[config.mk]
export PLATFORM = sky130hd
export DESIGN_NAME = eu_uart
export DESIGN_NICKNAME = d
export VERILOG_FILES = /design/src/inc/eu_pkg.sv /design/src/rtl/eu_uart.sv
export SDC_FILE = /design/constraint.sdc
export NUM_CORES = 1
export LEC_CHECK = 0
export BUFFER_PORTS_ARGS = -buffer_cell sky130_fd_sc_hd__buf_2
export CAP_MARGIN = 20
export CORE_ASPECT_RATIO = 1.1
export CORE_MARGIN = 4
export CORE_UTILIZATION = 45
export CTS_BUF_LIST = sky130_fd_sc_hd__clkbuf_8
export DETAILED_ROUTE_END_ITERATION = 6
export PLACE_DENSITY = 0.72
export SLEW_MARGIN = 20
export SYNTH_ARGS = -nofsm -noshare
export SYNTH_HDL_FRONTEND = slang
export SYNTH_SLANG_ARGS = --single-unit
[constraint.sdc]
create_clock -name clk_sys -period 7.4 [get_ports clk_sys]
set_input_delay 1.48 -clock clk_sys [delete_from_list [all_inputs] [get_ports clk_sys]]
set_output_delay 1.48 -clock clk_sys [all_outputs]
set_load 0.05 [all_outputs]
[src/inc/eu_pkg.sv]
// package of constants and types for the enhanced uart with baud generator
// Contract
// RULE1: timer 2 overflow never offered as source
// RULE2: mode 0 data on rxd, clock on txd
// RULE3: mode 0 rate fixed at core clock/16
// RULE4: 8-bit framed: start, 8 data, stop
// RULE5: 8-bit framed rx keeps stop in rx_ninth_bit
// RULE6: 9-bit framed: start, 9 data, stop
// RULE7: 9-bit framed rx keeps ninth bit only
// RULE8: mode 2 rate core clock/32 or /16
// RULE9: mode 3 equals mode 2 except rate
// RULE10: any buffer write starts transmission
// RULE11: mode 0 rx starts when done 0, enable 1; code also waits for the transmitter to be idle
// RULE12: framed rx starts on start bit if enabled
// RULE13: timer 1 rate (256-reload) times 64 or 32
// RULE14: generator rate divisor plus 16, no doubling
// RULE15: generator counts core clock, picked by select
// RULE16: software loads divisor only while generator off; code accepts divisor writes while generator on too
// RULE17: generator control: bit0 on, bit1 pick
// RULE18: stop sampled 0 flags framing error
// RULE19: error view makes control bit 7 the error flag
// RULE20: software sets mode bits with error view 0
// RULE21: mode bits 00,01,10,11 select four modes
// RULE22: rx done set end bit 8 or mid stop
// RULE23: tx done set end bit 8 or at stop
// RULE24: txd idles high between frames
package eu_pkg;

    // ****************************************************************
    // register indices (byte address is four times the index)
    // ****************************************************************
    localparam logic [7:0] IDX_POWER_CONTROL = 8'h87;
    localparam logic [7:0] IDX_SERIAL_CONTROL = 8'h98;
    localparam logic [7:0] IDX_SERIAL_BUFFER = 8'h99;
    localparam logic [7:0] IDX_STATION_ADDRESS = 8'hA9;
    localparam logic [7:0] IDX_STATION_ADDRESS_MASK = 8'hB9;
    localparam logic [7:0] IDX_SERIAL_STATUS = 8'hBA;
    localparam logic [7:0] IDX_BAUD_GENERATOR_CONTROL = 8'hBD;
    localparam logic [7:0] IDX_BAUD_DIVISOR_LOW = 8'hBE;
    localparam logic [7:0] IDX_BAUD_DIVISOR_HIGH = 8'hBF;
    localparam int APB_ADDR_W = 12;

    // ****************************************************************
    // field positions
    // ****************************************************************
    localparam int PC_BAUD_DOUBLE = 7;
    localparam int PC_ERROR_VIEW = 6;
    localparam int SC_MODE_UPPER = 7;
    localparam int SC_MODE_LOWER = 6;
    localparam int SC_MULTIPROC = 5;
    localparam int SC_RX_ENABLE = 4;
    localparam int SC_TX_NINTH = 3;
    localparam int SC_RX_NINTH = 2;
    localparam int SC_TX_DONE = 1;
    localparam int SC_RX_DONE = 0;
    localparam int SS_FRAMING_ERROR = 3;
    localparam int BG_ON = 0;
    localparam int BG_PICK = 1;

    // ****************************************************************
    // modes and bit-rate figures
    // ****************************************************************
    localparam logic [1:0] MODE_SHIFT = 2'h0;
    localparam logic [1:0] MODE_8BIT = 2'h1;
    localparam logic [1:0] MODE_9BIT_FIXED = 2'h2;
    localparam logic [1:0] MODE_9BIT_VAR = 2'h3;
    localparam logic [17:0] DIV_SHIFT = 18'h00010;
    localparam logic [17:0] DIV_FIXED_SLOW = 18'h00020;
    localparam logic [17:0] DIV_FIXED_FAST = 18'h00010;
    localparam logic [17:0] DIV_GEN_ADD = 18'h00010;
    localparam logic [17:0] TIMER1_SPAN = 18'h00100;
    localparam int TIMER1_SHIFT_SLOW = 6;
    localparam int TIMER1_SHIFT_FAST = 5;
    localparam logic [3:0] BITS_SHIFT = 4'h8;
    localparam logic [3:0] BITS_FRAME8 = 4'hA;
    localparam logic [3:0] BITS_FRAME9 = 4'hB;

    typedef enum logic [0:0] {TX_IDLE, TX_SHIFT} eu_tx_e;
    typedef enum logic [2:0] {RX_IDLE, RX_START, RX_BITS, RX_STOP,
        RX_SYNC} eu_rx_e;

endpackage : eu_pkg

[src/rtl/eu_uart.sv]
// enhanced uart with baud generator, apb register slave
`timescale 1ns/1ps
module eu_uart (
    input wire logic clk_sys,
    input wire logic rst,
    input wire logic psel,
    input wire logic penable,
    input wire logic pwrite,
    input wire logic [eu_pkg::APB_ADDR_W-1:0] paddr,
    input wire logic [31:0] pwdata,
    output logic [31:0] prdata,
    output logic pready,
    output logic pslverr,
    input wire logic [7:0] timer1_reload_byte,
    input wire logic rxd_in,
    output logic rxd_out,
    output logic rxd_oe,
    output logic txd_out
);
    import eu_pkg::*;

    // ****************************************************************
    // state
    // ****************************************************************
    typedef struct packed {
        logic baud_double_select;
        logic error_view_select;
        logic mode_bit_upper;
        logic mode_bit_lower;
        logic multiproc;
        logic rx_enable;
        logic tx_ninth_bit;
        logic rx_ninth_bit;
        logic tx_done_flag;
        logic rx_done_flag;
        logic framing_error_flag;
        logic [7:0] rx_buf;
        logic [7:0] station_address;
        logic [7:0] station_address_mask;
        logic baud_gen_on;
        logic baud_gen_pick;
        logic [7:0] baud_divisor_low;
        logic [7:0] baud_divisor_high;
        eu_tx_e tx_st;
        logic [10:0] tx_sh;
        logic [17:0] tx_cnt;
        logic [3:0] tx_bits;
        eu_rx_e rx_st;
        logic [8:0] rx_sh;
        logic [17:0] rx_cnt;
        logic [3:0] rx_bits;
        logic rxd_prev;
        logic txd;
        logic rxd_o;
        logic rxd_en;
        logic [31:0] rdata;
        logic ready;
        logic err;
    } eu_state_s;

    eu_state_s s_q;
    eu_state_s s_d;

    // ****************************************************************
    // helpers
    // ****************************************************************
    // cycles per bit for the current setting
    function automatic logic [17:0] eu_period(input logic [1:0] mode,
        input logic dbl, input logic pick, input logic [15:0] div,
        input logic [7:0] reload);
        logic [17:0] span;
        span = TIMER1_SPAN - {10'h000, reload};
        unique case (mode)
            MODE_SHIFT: eu_period = DIV_SHIFT; // RULE3
            MODE_9BIT_FIXED: eu_period = dbl ? DIV_FIXED_FAST
                : DIV_FIXED_SLOW; // RULE8
            default: begin
                // only generator or timer 1; no timer 2 path exists
                if (pick) begin // RULE1
                    eu_period = {2'h0, div} + DIV_GEN_ADD; // RULE14
                end else begin
                    eu_period = dbl ? (span << TIMER1_SHIFT_FAST)
                        : (span << TIMER1_SHIFT_SLOW); // RULE13
                end
            end
        endcase
    endfunction : eu_period

    // register index decode, shared by read and write
    function automatic logic eu_mapped(input logic [7:0] idx);
        eu_mapped = (idx == IDX_POWER_CONTROL) ||
            (idx == IDX_SERIAL_CONTROL) || (idx == IDX_SERIAL_BUFFER) ||
            (idx == IDX_STATION_ADDRESS) ||
            (idx == IDX_STATION_ADDRESS_MASK) ||
            (idx == IDX_SERIAL_STATUS) ||
            (idx == IDX_BAUD_GENERATOR_CONTROL) ||
            (idx == IDX_BAUD_DIVISOR_LOW) || (idx == IDX_BAUD_DIVISOR_HIGH);
    endfunction : eu_mapped

    logic [7:0] idx;
    logic addr_ok;
    logic [1:0] mode;
    logic framed;
    logic [17:0] period;
    logic run;
    logic wr_now;
    logic [7:0] wb;
    logic [7:0] rd_val;

    // ****************************************************************
    // decode and baud setup
    // ****************************************************************
    // address index, mode and bit period
    assign idx = paddr[9:2];
    assign addr_ok = (paddr[1:0] == 2'h0) && (paddr[11:10] == 2'h0)
        && eu_mapped(idx);
    assign mode = {s_q.mode_bit_upper, s_q.mode_bit_lower}; // RULE21
    assign framed = (mode != MODE_SHIFT);
    assign period = eu_period(mode, s_q.baud_double_select,
        s_q.baud_gen_pick,
        {s_q.baud_divisor_high, s_q.baud_divisor_low},
        timer1_reload_byte); // RULE9
    // generator picked but stopped: bit timing holds
    assign run = !(mode[0] && s_q.baud_gen_pick && !s_q.baud_gen_on); // RULE15
    assign wr_now = psel && penable && s_q.ready && pwrite && addr_ok;
    assign wb = pwdata[7:0];

    // read mux
    always_comb begin
        rd_val = 8'h00;
        unique case (idx)
            IDX_POWER_CONTROL: begin
                rd_val[PC_BAUD_DOUBLE] = s_q.baud_double_select;
                rd_val[PC_ERROR_VIEW] = s_q.error_view_select;
            end
            IDX_SERIAL_CONTROL: begin
                rd_val = {s_q.error_view_select ? s_q.framing_error_flag
                    : s_q.mode_bit_upper, s_q.mode_bit_lower,
                    s_q.multiproc, s_q.rx_enable, s_q.tx_ninth_bit,
                    s_q.rx_ninth_bit, s_q.tx_done_flag,
                    s_q.rx_done_flag}; // RULE19
            end
            IDX_SERIAL_BUFFER: rd_val = s_q.rx_buf;
            IDX_STATION_ADDRESS: rd_val = s_q.station_address;
            IDX_STATION_ADDRESS_MASK: rd_val = s_q.station_address_mask;
            IDX_SERIAL_STATUS: begin
                rd_val[SS_FRAMING_ERROR] = s_q.framing_error_flag; // RULE18
            end
            IDX_BAUD_GENERATOR_CONTROL: begin
                rd_val[BG_ON] = s_q.baud_gen_on; // RULE17
                rd_val[BG_PICK] = s_q.baud_gen_pick;
            end
            IDX_BAUD_DIVISOR_LOW: rd_val = s_q.baud_divisor_low;
            IDX_BAUD_DIVISOR_HIGH: rd_val = s_q.baud_divisor_high;
            default: rd_val = 8'h00;
        endcase
    end

    // ****************************************************************
    // next state
    // ****************************************************************
    always_comb begin
        s_d = s_q;

        // apb: one wait state, answer on second access cycle
        s_d.ready = psel && penable && !s_q.ready;
        s_d.err = psel && penable && !s_q.ready && !addr_ok;
        // read data stands only in the answer cycle, zero otherwise
        s_d.rdata = (psel && penable && !s_q.ready && addr_ok && !pwrite)
            ? {24'h000000, rd_val} : 32'h00000000;

        // register writes; hardware sets below win over these
        if (wr_now) begin
            unique case (idx)
                IDX_POWER_CONTROL: begin
                    s_d.baud_double_select = wb[PC_BAUD_DOUBLE];
                    s_d.error_view_select = wb[PC_ERROR_VIEW];
                end
                IDX_SERIAL_CONTROL: begin
                    if (s_q.error_view_select) begin
                        s_d.framing_error_flag = wb[SC_MODE_UPPER]; // RULE19
                    end else begin
                        s_d.mode_bit_upper = wb[SC_MODE_UPPER];
                    end
                    s_d.mode_bit_lower = wb[SC_MODE_LOWER];
                    s_d.multiproc = wb[SC_MULTIPROC];
                    s_d.rx_enable = wb[SC_RX_ENABLE];
                    s_d.tx_ninth_bit = wb[SC_TX_NINTH];
                    s_d.rx_ninth_bit = wb[SC_RX_NINTH];
                    s_d.tx_done_flag = wb[SC_TX_DONE];
                    s_d.rx_done_flag = wb[SC_RX_DONE];
                end
                IDX_SERIAL_BUFFER: begin
                    // any buffer write loads and starts the transmitter
                    s_d.tx_st = TX_SHIFT; // RULE10
                    s_d.tx_cnt = period - 18'h00001;
                    s_d.tx_bits = 4'h0;
                    if (framed) begin
                        s_d.tx_sh = {1'b1, mode[1] ? s_q.tx_ninth_bit
                            : 1'b1, wb, 1'b0}; // RULE4 RULE6
                    end else begin
                        s_d.tx_sh = {3'h7, wb};
                    end
                end
                IDX_STATION_ADDRESS: s_d.station_address = wb;
                IDX_STATION_ADDRESS_MASK: s_d.station_address_mask = wb;
                IDX_BAUD_GENERATOR_CONTROL: begin
                    s_d.baud_gen_on = wb[BG_ON]; // RULE17
                    s_d.baud_gen_pick = wb[BG_PICK];
                end
                IDX_BAUD_DIVISOR_LOW: s_d.baud_divisor_low = wb; // RULE16
                IDX_BAUD_DIVISOR_HIGH: s_d.baud_divisor_high = wb;
                default: s_d.rdata = s_d.rdata;
            endcase
        end

        // transmitter
        unique case (s_q.tx_st)
            TX_IDLE: begin
                s_d.rxd_en = (s_q.rx_st == RX_SYNC);
            end
            TX_SHIFT: begin
                if (run) begin
                    if (s_q.tx_cnt == 18'h00000) begin
                        s_d.tx_cnt = period - 18'h00001;
                        s_d.tx_sh = {1'b1, s_q.tx_sh[10:1]};
                        s_d.tx_bits = s_q.tx_bits + 4'h1;
                        if (!framed && s_q.tx_bits == BITS_SHIFT - 4'h1) begin
                            s_d.tx_done_flag = 1'b1; // RULE23
                            s_d.tx_st = TX_IDLE;
                        end
                        if (framed && s_q.tx_bits == (mode[1] ? BITS_FRAME9
                            : BITS_FRAME8) - 4'h2) begin
                            s_d.tx_done_flag = 1'b1; // RULE23
                        end
                        if (framed && s_q.tx_bits == (mode[1] ? BITS_FRAME9
                            : BITS_FRAME8) - 4'h1) begin
                            s_d.tx_st = TX_IDLE;
                        end
                    end else begin
                        s_d.tx_cnt = s_q.tx_cnt - 18'h00001;
                    end
                end
                s_d.rxd_en = !framed; // RULE2
            end
        endcase

        // receiver
        s_d.rxd_prev = rxd_in;
        unique case (s_q.rx_st)
            RX_IDLE: begin
                if (!framed && s_q.tx_st == TX_IDLE && s_q.rx_enable &&
                    !s_q.rx_done_flag) begin
                    s_d.rx_st = RX_SYNC; // RULE11
                    s_d.rx_cnt = period - 18'h00001;
                    s_d.rx_bits = 4'h0;
                    s_d.rxd_en = 1'b0;
                end else if (framed && s_q.rx_enable && s_q.rxd_prev &&
                    !rxd_in) begin
                    s_d.rx_st = RX_START; // RULE12
                    s_d.rx_cnt = {1'b0, period[17:1]};
                    s_d.rx_bits = 4'h0;
                end
            end
            RX_START: begin
                if (run) begin
                    if (s_q.rx_cnt == 18'h00000) begin
                        s_d.rx_cnt = period - 18'h00001;
                        // glitch shorter than half a bit is dropped
                        s_d.rx_st = rxd_in ? RX_IDLE : RX_BITS;
                    end else begin
                        s_d.rx_cnt = s_q.rx_cnt - 18'h00001;
                    end
                end
            end
            RX_BITS: begin
                if (run) begin
                    if (s_q.rx_cnt == 18'h00000) begin
                        s_d.rx_cnt = period - 18'h00001;
                        s_d.rx_sh = {rxd_in, s_q.rx_sh[8:1]};
                        s_d.rx_bits = s_q.rx_bits + 4'h1;
                        if (s_q.rx_bits == (mode[1] ? BITS_SHIFT
                            : BITS_SHIFT - 4'h1)) begin
                            s_d.rx_st = RX_STOP;
                        end
                    end else begin
                        s_d.rx_cnt = s_q.rx_cnt - 18'h00001;
                    end
                end
            end
            RX_STOP: begin
                if (run) begin
                    if (s_q.rx_cnt == 18'h00000) begin
                        // stop bit sampled mid bit
                        s_d.rx_st = RX_IDLE;
                        s_d.rx_done_flag = 1'b1; // RULE22
                        if (mode[1]) begin
                            s_d.rx_buf = s_q.rx_sh[7:0];
                            s_d.rx_ninth_bit = s_q.rx_sh[8]; // RULE7
                        end else begin
                            s_d.rx_buf = s_q.rx_sh[8:1];
                            if (framed) begin
                                s_d.rx_ninth_bit = rxd_in; // RULE5
                            end
                        end
                        // mode 0 has no stop bit to judge
                        if (framed && !rxd_in) begin
                            s_d.framing_error_flag = 1'b1; // RULE18
                        end
                    end else begin
                        s_d.rx_cnt = s_q.rx_cnt - 18'h00001;
                    end
                end
            end
            RX_SYNC: begin
                s_d.rxd_en = 1'b0;
                if (s_q.rx_cnt == 18'h00000) begin
                    s_d.rx_cnt = period - 18'h00001;
                    s_d.rx_sh = {rxd_in, s_q.rx_sh[8:1]}; // RULE2
                    s_d.rx_bits = s_q.rx_bits + 4'h1;
                    if (s_q.rx_bits == BITS_SHIFT - 4'h1) begin
                        s_d.rx_st = RX_STOP;
                        s_d.rx_cnt = 18'h00000;
                    end
                end else begin
                    s_d.rx_cnt = s_q.rx_cnt - 18'h00001;
                end
            end
        endcase
        // mode 0 completes at end of eighth bit, no stop sample
        if (!framed && s_q.rx_st == RX_STOP) begin
            s_d.rx_st = RX_IDLE;
            s_d.rx_done_flag = 1'b1; // RULE22
            s_d.rx_buf = s_q.rx_sh[8:1];
        end

        // pins: mode 0 drives clock on txd and data on rxd
        s_d.rxd_o = s_d.tx_sh[0]; // RULE2
        if (!framed && (s_d.tx_st == TX_SHIFT || s_d.rx_st == RX_SYNC)) begin
            s_d.txd = (s_d.tx_st == TX_SHIFT) ?
                (s_d.tx_cnt < {1'b0, period[17:1]})
                : (s_d.rx_cnt < {1'b0, period[17:1]});
        end else if (framed && s_d.tx_st == TX_SHIFT) begin
            s_d.txd = s_d.tx_sh[0]; // RULE4 RULE6
        end else begin
            s_d.txd = 1'b1; // RULE24
        end
    end

    // ****************************************************************
    // state register
    // ****************************************************************
    always_ff @(posedge clk_sys) begin
        if (rst) begin
            s_q <= '0;
            s_q.tx_st <= TX_IDLE;
            s_q.rx_st <= RX_IDLE;
            s_q.tx_sh <= 11'h7FF;
            s_q.rxd_prev <= 1'b1;
            s_q.txd <= 1'b1;
            s_q.rxd_o <= 1'b1;
        end else begin
            s_q <= s_d;
        end
    end

    // outputs straight from flip-flops
    assign prdata = s_q.rdata;
    assign pready = s_q.ready;
    assign pslverr = s_q.err;
    assign rxd_out = s_q.rxd_o;
    assign rxd_oe = s_q.rxd_en;
    assign txd_out = s_q.txd;

endmodule : eu_uart

==> metrics.cfg, run 1 <==
[outcome]
status=finished, violations left
violations=design-rule violations

[worst_setup_path]
worst-path-max-fanout=6
slowest_stage=a211oi_2
cp.buffers_inverters=2
ff2ff_setup_slack_ns=2.07
cp_top_family=compound AO/OA/AOI/OAI gates
critical_path_class=in2reg
slowest_delay_ns=0.61
end_kind=register
critPathLaunchType=primary input
path_cells=buf_2 > inv_1 > ha_1 > nor3b_4 > xnor2_1 > o21ai_0 > a211oi_2 > nor4b_1 > xnor2_1 > a211oi_1 > nand4b_1 > ha_1 > nand2_1 > o21ai_0 > o211ai_1 > nand4b_1 > o211a_1 > nand3_1 > a2bb2oi_1 > o31ai_1
cp.arrival_ns=5.71
worstPathRequired_ns=7.74

[sta]
min_period_ns=5.37
finalMaxSlewViolations=0
finalSetupViolCount=0
worst_slew_margin_rel_pct=33.4
tightest_slew_ns=0.995
rsz0062_at_grt=false
fmax_mhz=186
min_period_over_period_pct=72.6
skew_ns=0.0204
hold_viol_final=0
setup_tns_ns=0

[clocking]
post_cts_resized=0
htree_levels=4
clkTransAtPathRegs_ns=0.08
cts-root-buf=clkbuf_8
cts_tree=done
cts_buffer_depth=2
ctsHoldBuffers=0
postCtsSetupRepairBufs=0
worstSkewPairLatency_ns=0.47
numCtsBuffers=17
cts.sinks=134

[cells_and_area]
fin_area_um2=10500
nFillCells=2157
n_antenna_cell=0
layout-drive-gt1-share_pct=9.39
area_growth_pct=5.95
fin_nets=1403

[route]
remaining_drc_errors=12
wl_per_cell_um=18.9
wl_um=30400
via_count=10100
initialDrtViolationCount=1157
dr.pass1.iters=7
postRouteAntennaNets=0
vias_per_cell=6.29

[global_routing]
grt_pass1_vias=9216
grt_use_total_pct=24.8
grt_max_degree=88
overflow=0
grt_antenna_before_repair=0
grt_pass1_wl_um=48700

[placement]
portBuffers=46
place_hpwl_um=22100
globalplace.congestion=0.998
dpl-instance-area_um2=10100

[power_and_ir_drop]
p_sw_share_pct=46.0
ir_worst_vdd_uv=225
p_clk_share_pct=21.9
p_comb_share_pct=49.5
power_density_nw_per_um2=273
p_leak_uw=0.00391
power_frac_seq_pct=28.6
switchingPower_uw=1320
internal_power_uw=1550

[logic_synthesis]
syn_inst=1323
async_reset_ff_share_pct=0
synthAdderAreaFrac_pct=4.69
synth_xor_area_share_pct=3.65
synth-main-ff-cell=dfxtp_1
synth_edf_count=0
synth-seq-area-share_pct=27.1
netlist_area_um2=9880
synth.area.mux_share_pct=5.74
synth_warnings=0
synth_top_area_share_pct=27.1
yosysUniqueCellTypes=89
yosysTopAreaCell=dfxtp_1
netlist_top_cells_area=dfxtp_1 (27%), a21oi_1 (6.6%), nor2_1 (6.3%), mux2i_1 (5.2%), ha_1 (4.7%)
avgSynthCellArea_um2=7.47
synth_top_family_by_area=simple AND/OR/NAND/NOR gates
ys_seq_elements=134
synth-simple-area-share_pct=28.6
synth-compound-area-share_pct=23.4

[floorplanning]
die_h_um=163
start_util_pct=46.1
std_cell_rows=56
die_w_um=149
ios=95
core-area_um2=21400
dieArea_um2=24400

[run]
drv_cap=0

[worst_hold_path]
hold_class=reg2reg

[power groups by stage]
stage | clock [µW] | combinational, µW | sequential (µW)
floorplan | 0 | 1120 | 796
global placement | 0 | 1340 | 829
detailed placement | 0 | 1360 | 831
CTS | 636 | 1360 | 814
global route | 666 | 1530 | 822
finish | 627 | 1420 | 818
[placed cells by master, fill, tap and decap left out, types with 24 or more instances in the layout]
cell        n
o21ai_0    55
nor3_1     41
nor2_1    166
xnor2_1    24
ha_1       37
a211oi_1   28
inv_1      27
conb_1     24
nor2b_1    27
nand3_1    55
nand2_1   120
mux2i_1    51
dfxtp_1   134
a21oi_1   131
buf_2      45
[worst min-delay path, delay by kind of cell, from the launching register on]
kind | cells | cell delay (ns)
simple gates | 2 | 0.09
flops | 1 | 0.33
[sequential cells by signal (all words and copies together), names as in the netlist]
| register | count |
|---|---|
| mode | 2 |
| pslverr | 1 |
| rxd_oe | 1 |
| pready | 1 |
| s_q | 120 |
| prdata | 8 |
| txd_out | 1 |
[Yosys cell counts (9+ instances only)]
| cell type | count |
|---|---|
| a21oi_1 | 131 |
| mux2i_1 | 51 |
| inv_1 | 27 |
| dfxtp_1 | 134 |
| a22oi_1 | 12 |
| buf_4 | 33 |
| o211ai_1 | 9 |
| buf_2 | 9 |
| nor2b_1 | 27 |
| a31oi_1 | 18 |
| a211o_1 | 14 |
| a211oi_1 | 28 |
| o22ai_1 | 10 |
| ha_1 | 37 |
| and3_1 | 12 |
| o21ai_0 | 55 |
| nand2b_1 | 12 |
| clkbuf_1 | 64 |
| or4_1 | 9 |
| nor3_1 | 41 |
| nor4_1 | 20 |
| xnor2_1 | 24 |
| xor2_1 | 14 |
| nor2_1 | 166 |
| o31ai_1 | 12 |
| nand4_1 | 10 |
| nand2_1 | 120 |
| nand3_1 | 55 |
| or3_1 | 17 |
[layer usage]
layer  up-vias  GRT usage [%]  share of wire, %
met2       490           40.2                47
li1       4769              -                 -
met5         -              0                 0
met3        88           5.41               8.5
met1      4785           31.8                40
met4         0           11.0               4.4
[cells by family after synthesis]
kind of cell	Yosys count
and+or+nand+nor	556
AOI/OAI and AO/OA	361
buffers and inverters	139
DFF	134
muxes	56
xor gates and xnor gates	39
adders and majority gates	37
other	1
[worst paths after layout]
kind / startpoint / to / cells past startpoint
worst max-delay path: timer1_reload_byte[0] / txd_out / 20
worst min-delay path: s_q[104] / s_q[104] / 2
worst min register to register: s_q[104] / s_q[104] / 2
worst max register to register: mode[0] / txd_out / 19
[area by class of cell]
type	count	area [µm²]	area share (%)
clock inverter	15	156	1.49
tap	290	363	3.47
clock buffer	17	234	2.23
timing repair buffer	54	293	2.80
multi-input combinational	1073	6640	63.4
sequential	134	2680	25.6
inverter	28	105	1.00
[metrics by stage]
| step | cells | setup slack, ns | power [µW] | utilization, % | hold slack (ns) |
|---|---|---|---|---|---|
| CTS | 1611 | 2.13 | 2810 | 48.8 | 0.452 |
| global placement | 1579 | 1.74 | 2170 | 47.0 | 0.428 |
| detailed placement | 1579 | 1.65 | 2190 | 47.0 | 0.431 |
| floorplan | 1346 | 2.54 | 1920 | - | 0.413 |
| finish | 1611 | 2.03 | 2860 | 48.8 | 0.447 |
| global route | 1611 | 1.80 | 3020 | 48.8 | 0.463 |
No activity file was read; power rests on OpenSTA's default activity.
==> inputs of run 2 (changes only) <==
==> constraint.sdc (replaced) <==
create_clock -name clk_sys -period 5 [get_ports clk_sys]
set_input_delay 1 -clock clk_sys [delete_from_list [all_inputs] [get_ports clk_sys]]
set_output_delay 1 -clock clk_sys [all_outputs]
set_load 0.05 [all_outputs]
==> run 2 against run 1 <==
Via count is 1.3% higher; highest routed layer unchanged; the run still ends with design-rule violations left; utilization is 1.1 points higher; routed wire length is 3.3% higher; clock skew shrank 0.0080 ns; sequential cell count unchanged; critical path type is now reg2reg; design area up 2.2%; first-iteration DRC count decreased by 4.6%; die area stayed put; critical path depth down 1; count of clock-buffer cells in the layout is the same.
==> metrics.cfg, run 2 (synthesis gave the netlist of run 1 again) <==
[outcome]
status=finished, violations left
violations=design-rule violations

[floorplanning]
die_h_um=163  ; unchanged
start_util_pct=46.1  ; unchanged
core-area_um2=21400  ; unchanged
ios=95  ; unchanged
dieArea_um2=24400  ; unchanged
std_cell_rows=56  ; unchanged
die_w_um=149  ; unchanged

[worst_setup_path]
critical_path_class=reg2reg
cp_top_family=simple AND/OR/NAND/NOR gates
cp.buffers_inverters=1  ; -1
worstPathRequired_ns=5.36  ; -2.38 ns
critPathLaunchType=register
path_cells=inv_1 > nor2_1 > nand2_1 > ha_1 > o2111a_1 > nor3b_1 > nor4b_1 > xnor2_1 > a211oi_1 > nand4b_1 > ha_1 > nand2_1 > o21ai_0 > o211ai_1 > nand4b_1 > o211a_1 > nand3_1 > a2bb2oi_1 > o31ai_1
end_kind=register
slowest_delay_ns=0.42  ; -0.19 ns
cp.arrival_ns=4.94  ; -0.77 ns
worst-path-max-fanout=8  ; +2
slowest_stage=nor3b_1
ff2ff_setup_slack_ns=0.41  ; -1.66 ns

[run]
drv_cap=0  ; unchanged

[sta]
worst_slew_margin_rel_pct=42.5  ; +9.1 points
hold_viol_final=0  ; unchanged
finalSetupViolCount=0  ; unchanged
fmax_mhz=218
tightest_slew_ns=0.861  ; -0.134 ns
fin_ws_ns=0.413  ; -1.61 ns
skew_ns=0.0123  ; -0.00803 ns
min_period_ns=4.59
rsz0062_at_grt=false
min_period_over_period_pct=91.7
setup_tns_ns=0  ; unchanged
finalMaxSlewViolations=0  ; unchanged

[cells_and_area]
top_register=s_q
final_common_cell=nor2_1
instances_no_fill=1641  ; +1.9%
largest_reg_flops=120  ; unchanged
fin_area_um2=10700  ; +2.2%
layout-drive-gt1-share_pct=11.4  ; +2.0 points
n_antenna_cell=0  ; unchanged
layout_common_cells=nor2_1 (166), dfxtp_1 (134), a21oi_1 (131)
area_growth_pct=8.27
fin_nets=1433  ; +2.1%

[clocking]
cts-root-buf=clkbuf_8
ctsHoldBuffers=0  ; unchanged
cts_buffer_depth=2  ; unchanged
cts.sinks=134  ; unchanged
cts_tree=done
htree_levels=4  ; unchanged
worstSkewPairLatency_ns=0.48  ; about the same
numCtsBuffers=17  ; unchanged
postCtsSetupRepairBufs=0  ; unchanged
clkTransAtPathRegs_ns=0.09  ; about the same
post_cts_resized=0  ; unchanged

[power_and_ir_drop]
p_total_uw=4310  ; +51%
power_density_nw_per_um2=403  ; +47%
p_leak_uw=0.00406  ; +3.7%
ir_worst_vdd_uv=314  ; +39%

[placement]
post-place-ws_ns=0.0704  ; -1.58 ns
dpl-instance-area_um2=10300  ; +2.2%
portBuffers=46  ; unchanged
globalplace.congestion=0.975  ; -2.3%
place_hpwl_um=23100  ; +4.2%
dp.cells=1609  ; +1.9%

[route]
dr.pass1.iters=7  ; unchanged
wl_per_cell_um=19.2  ; +1.4%
via_count=10300  ; +1.3%
initialDrtViolationCount=1104  ; -4.6%
remaining_drc_errors=2  ; -10
postRouteAntennaNets=0  ; unchanged
vias_per_cell=6.26  ; -0.52%
wl_um=31400  ; +3.3%

[global_routing]
grt_max_degree=65  ; -26%
grt_antenna_before_repair=0  ; unchanged
grt_use_total_pct=25.3  ; +0.48 points
overflow=0  ; unchanged
grt_pass1_vias=9275  ; +0.64%
grt_pass1_wl_um=49600  ; +1.8%

[worst_hold_path]
hold_class=reg2reg

[run 2: final timing paths]
| check | start | endpoint | cells past startpoint |
|---|---|---|---|
| min reg2reg | s_q[104] | s_q[104] | 2 |
| min | s_q[104] | s_q[104] | 2 |
| max | s_q[122] | txd_out | 19 |
| max reg2reg | s_q[122] | txd_out | 19 |
[run 2: worst min-delay path, cell delays in order (launching register included)]
cell and delay (ns):
dfxtp_1 0.34, nor2_1 0.05, nand2_1 0.04
[run 2: report_power, final]
group          leakage [µW]  internal, µW  switching [µW]  total [µW]
logic               0.00278           801            1360        2170
clock network      0.000202           417             519         936
registers           0.00108          1110            95.2        1210
total               0.00406          2330            1980        4310
[run 2: layer usage]
metal | GRT usage [%] | routed length [µm]
met2 | 40.6 | 14500
met4 | 11.5 | 1380
met1 | 32.9 | 12700
met5 | 0 | 0
met3 | 4.88 | 2810
[run 2: final cells by class]
type	count	area (µm²)
fillers	2110	10700
multi-input cells	1073	6640
flip-flops and latches	134	2680
repair buffers	84	518
well taps	290	363
clock buffers	17	234
clock inverters	15	160
inverters	28	105
[run 2: stage by stage]
stage | hold slack (ns) | util (%)
6_report | 0.448 | 49.9
3_5_place_dp | 0.433 | 48.1
3_3_place_gp | 0.429 | 48.1
2_1_floorplan | 0.413 | -
4_1_cts | 0.453 | 49.9
5_1_grt | 0.479 | 49.9
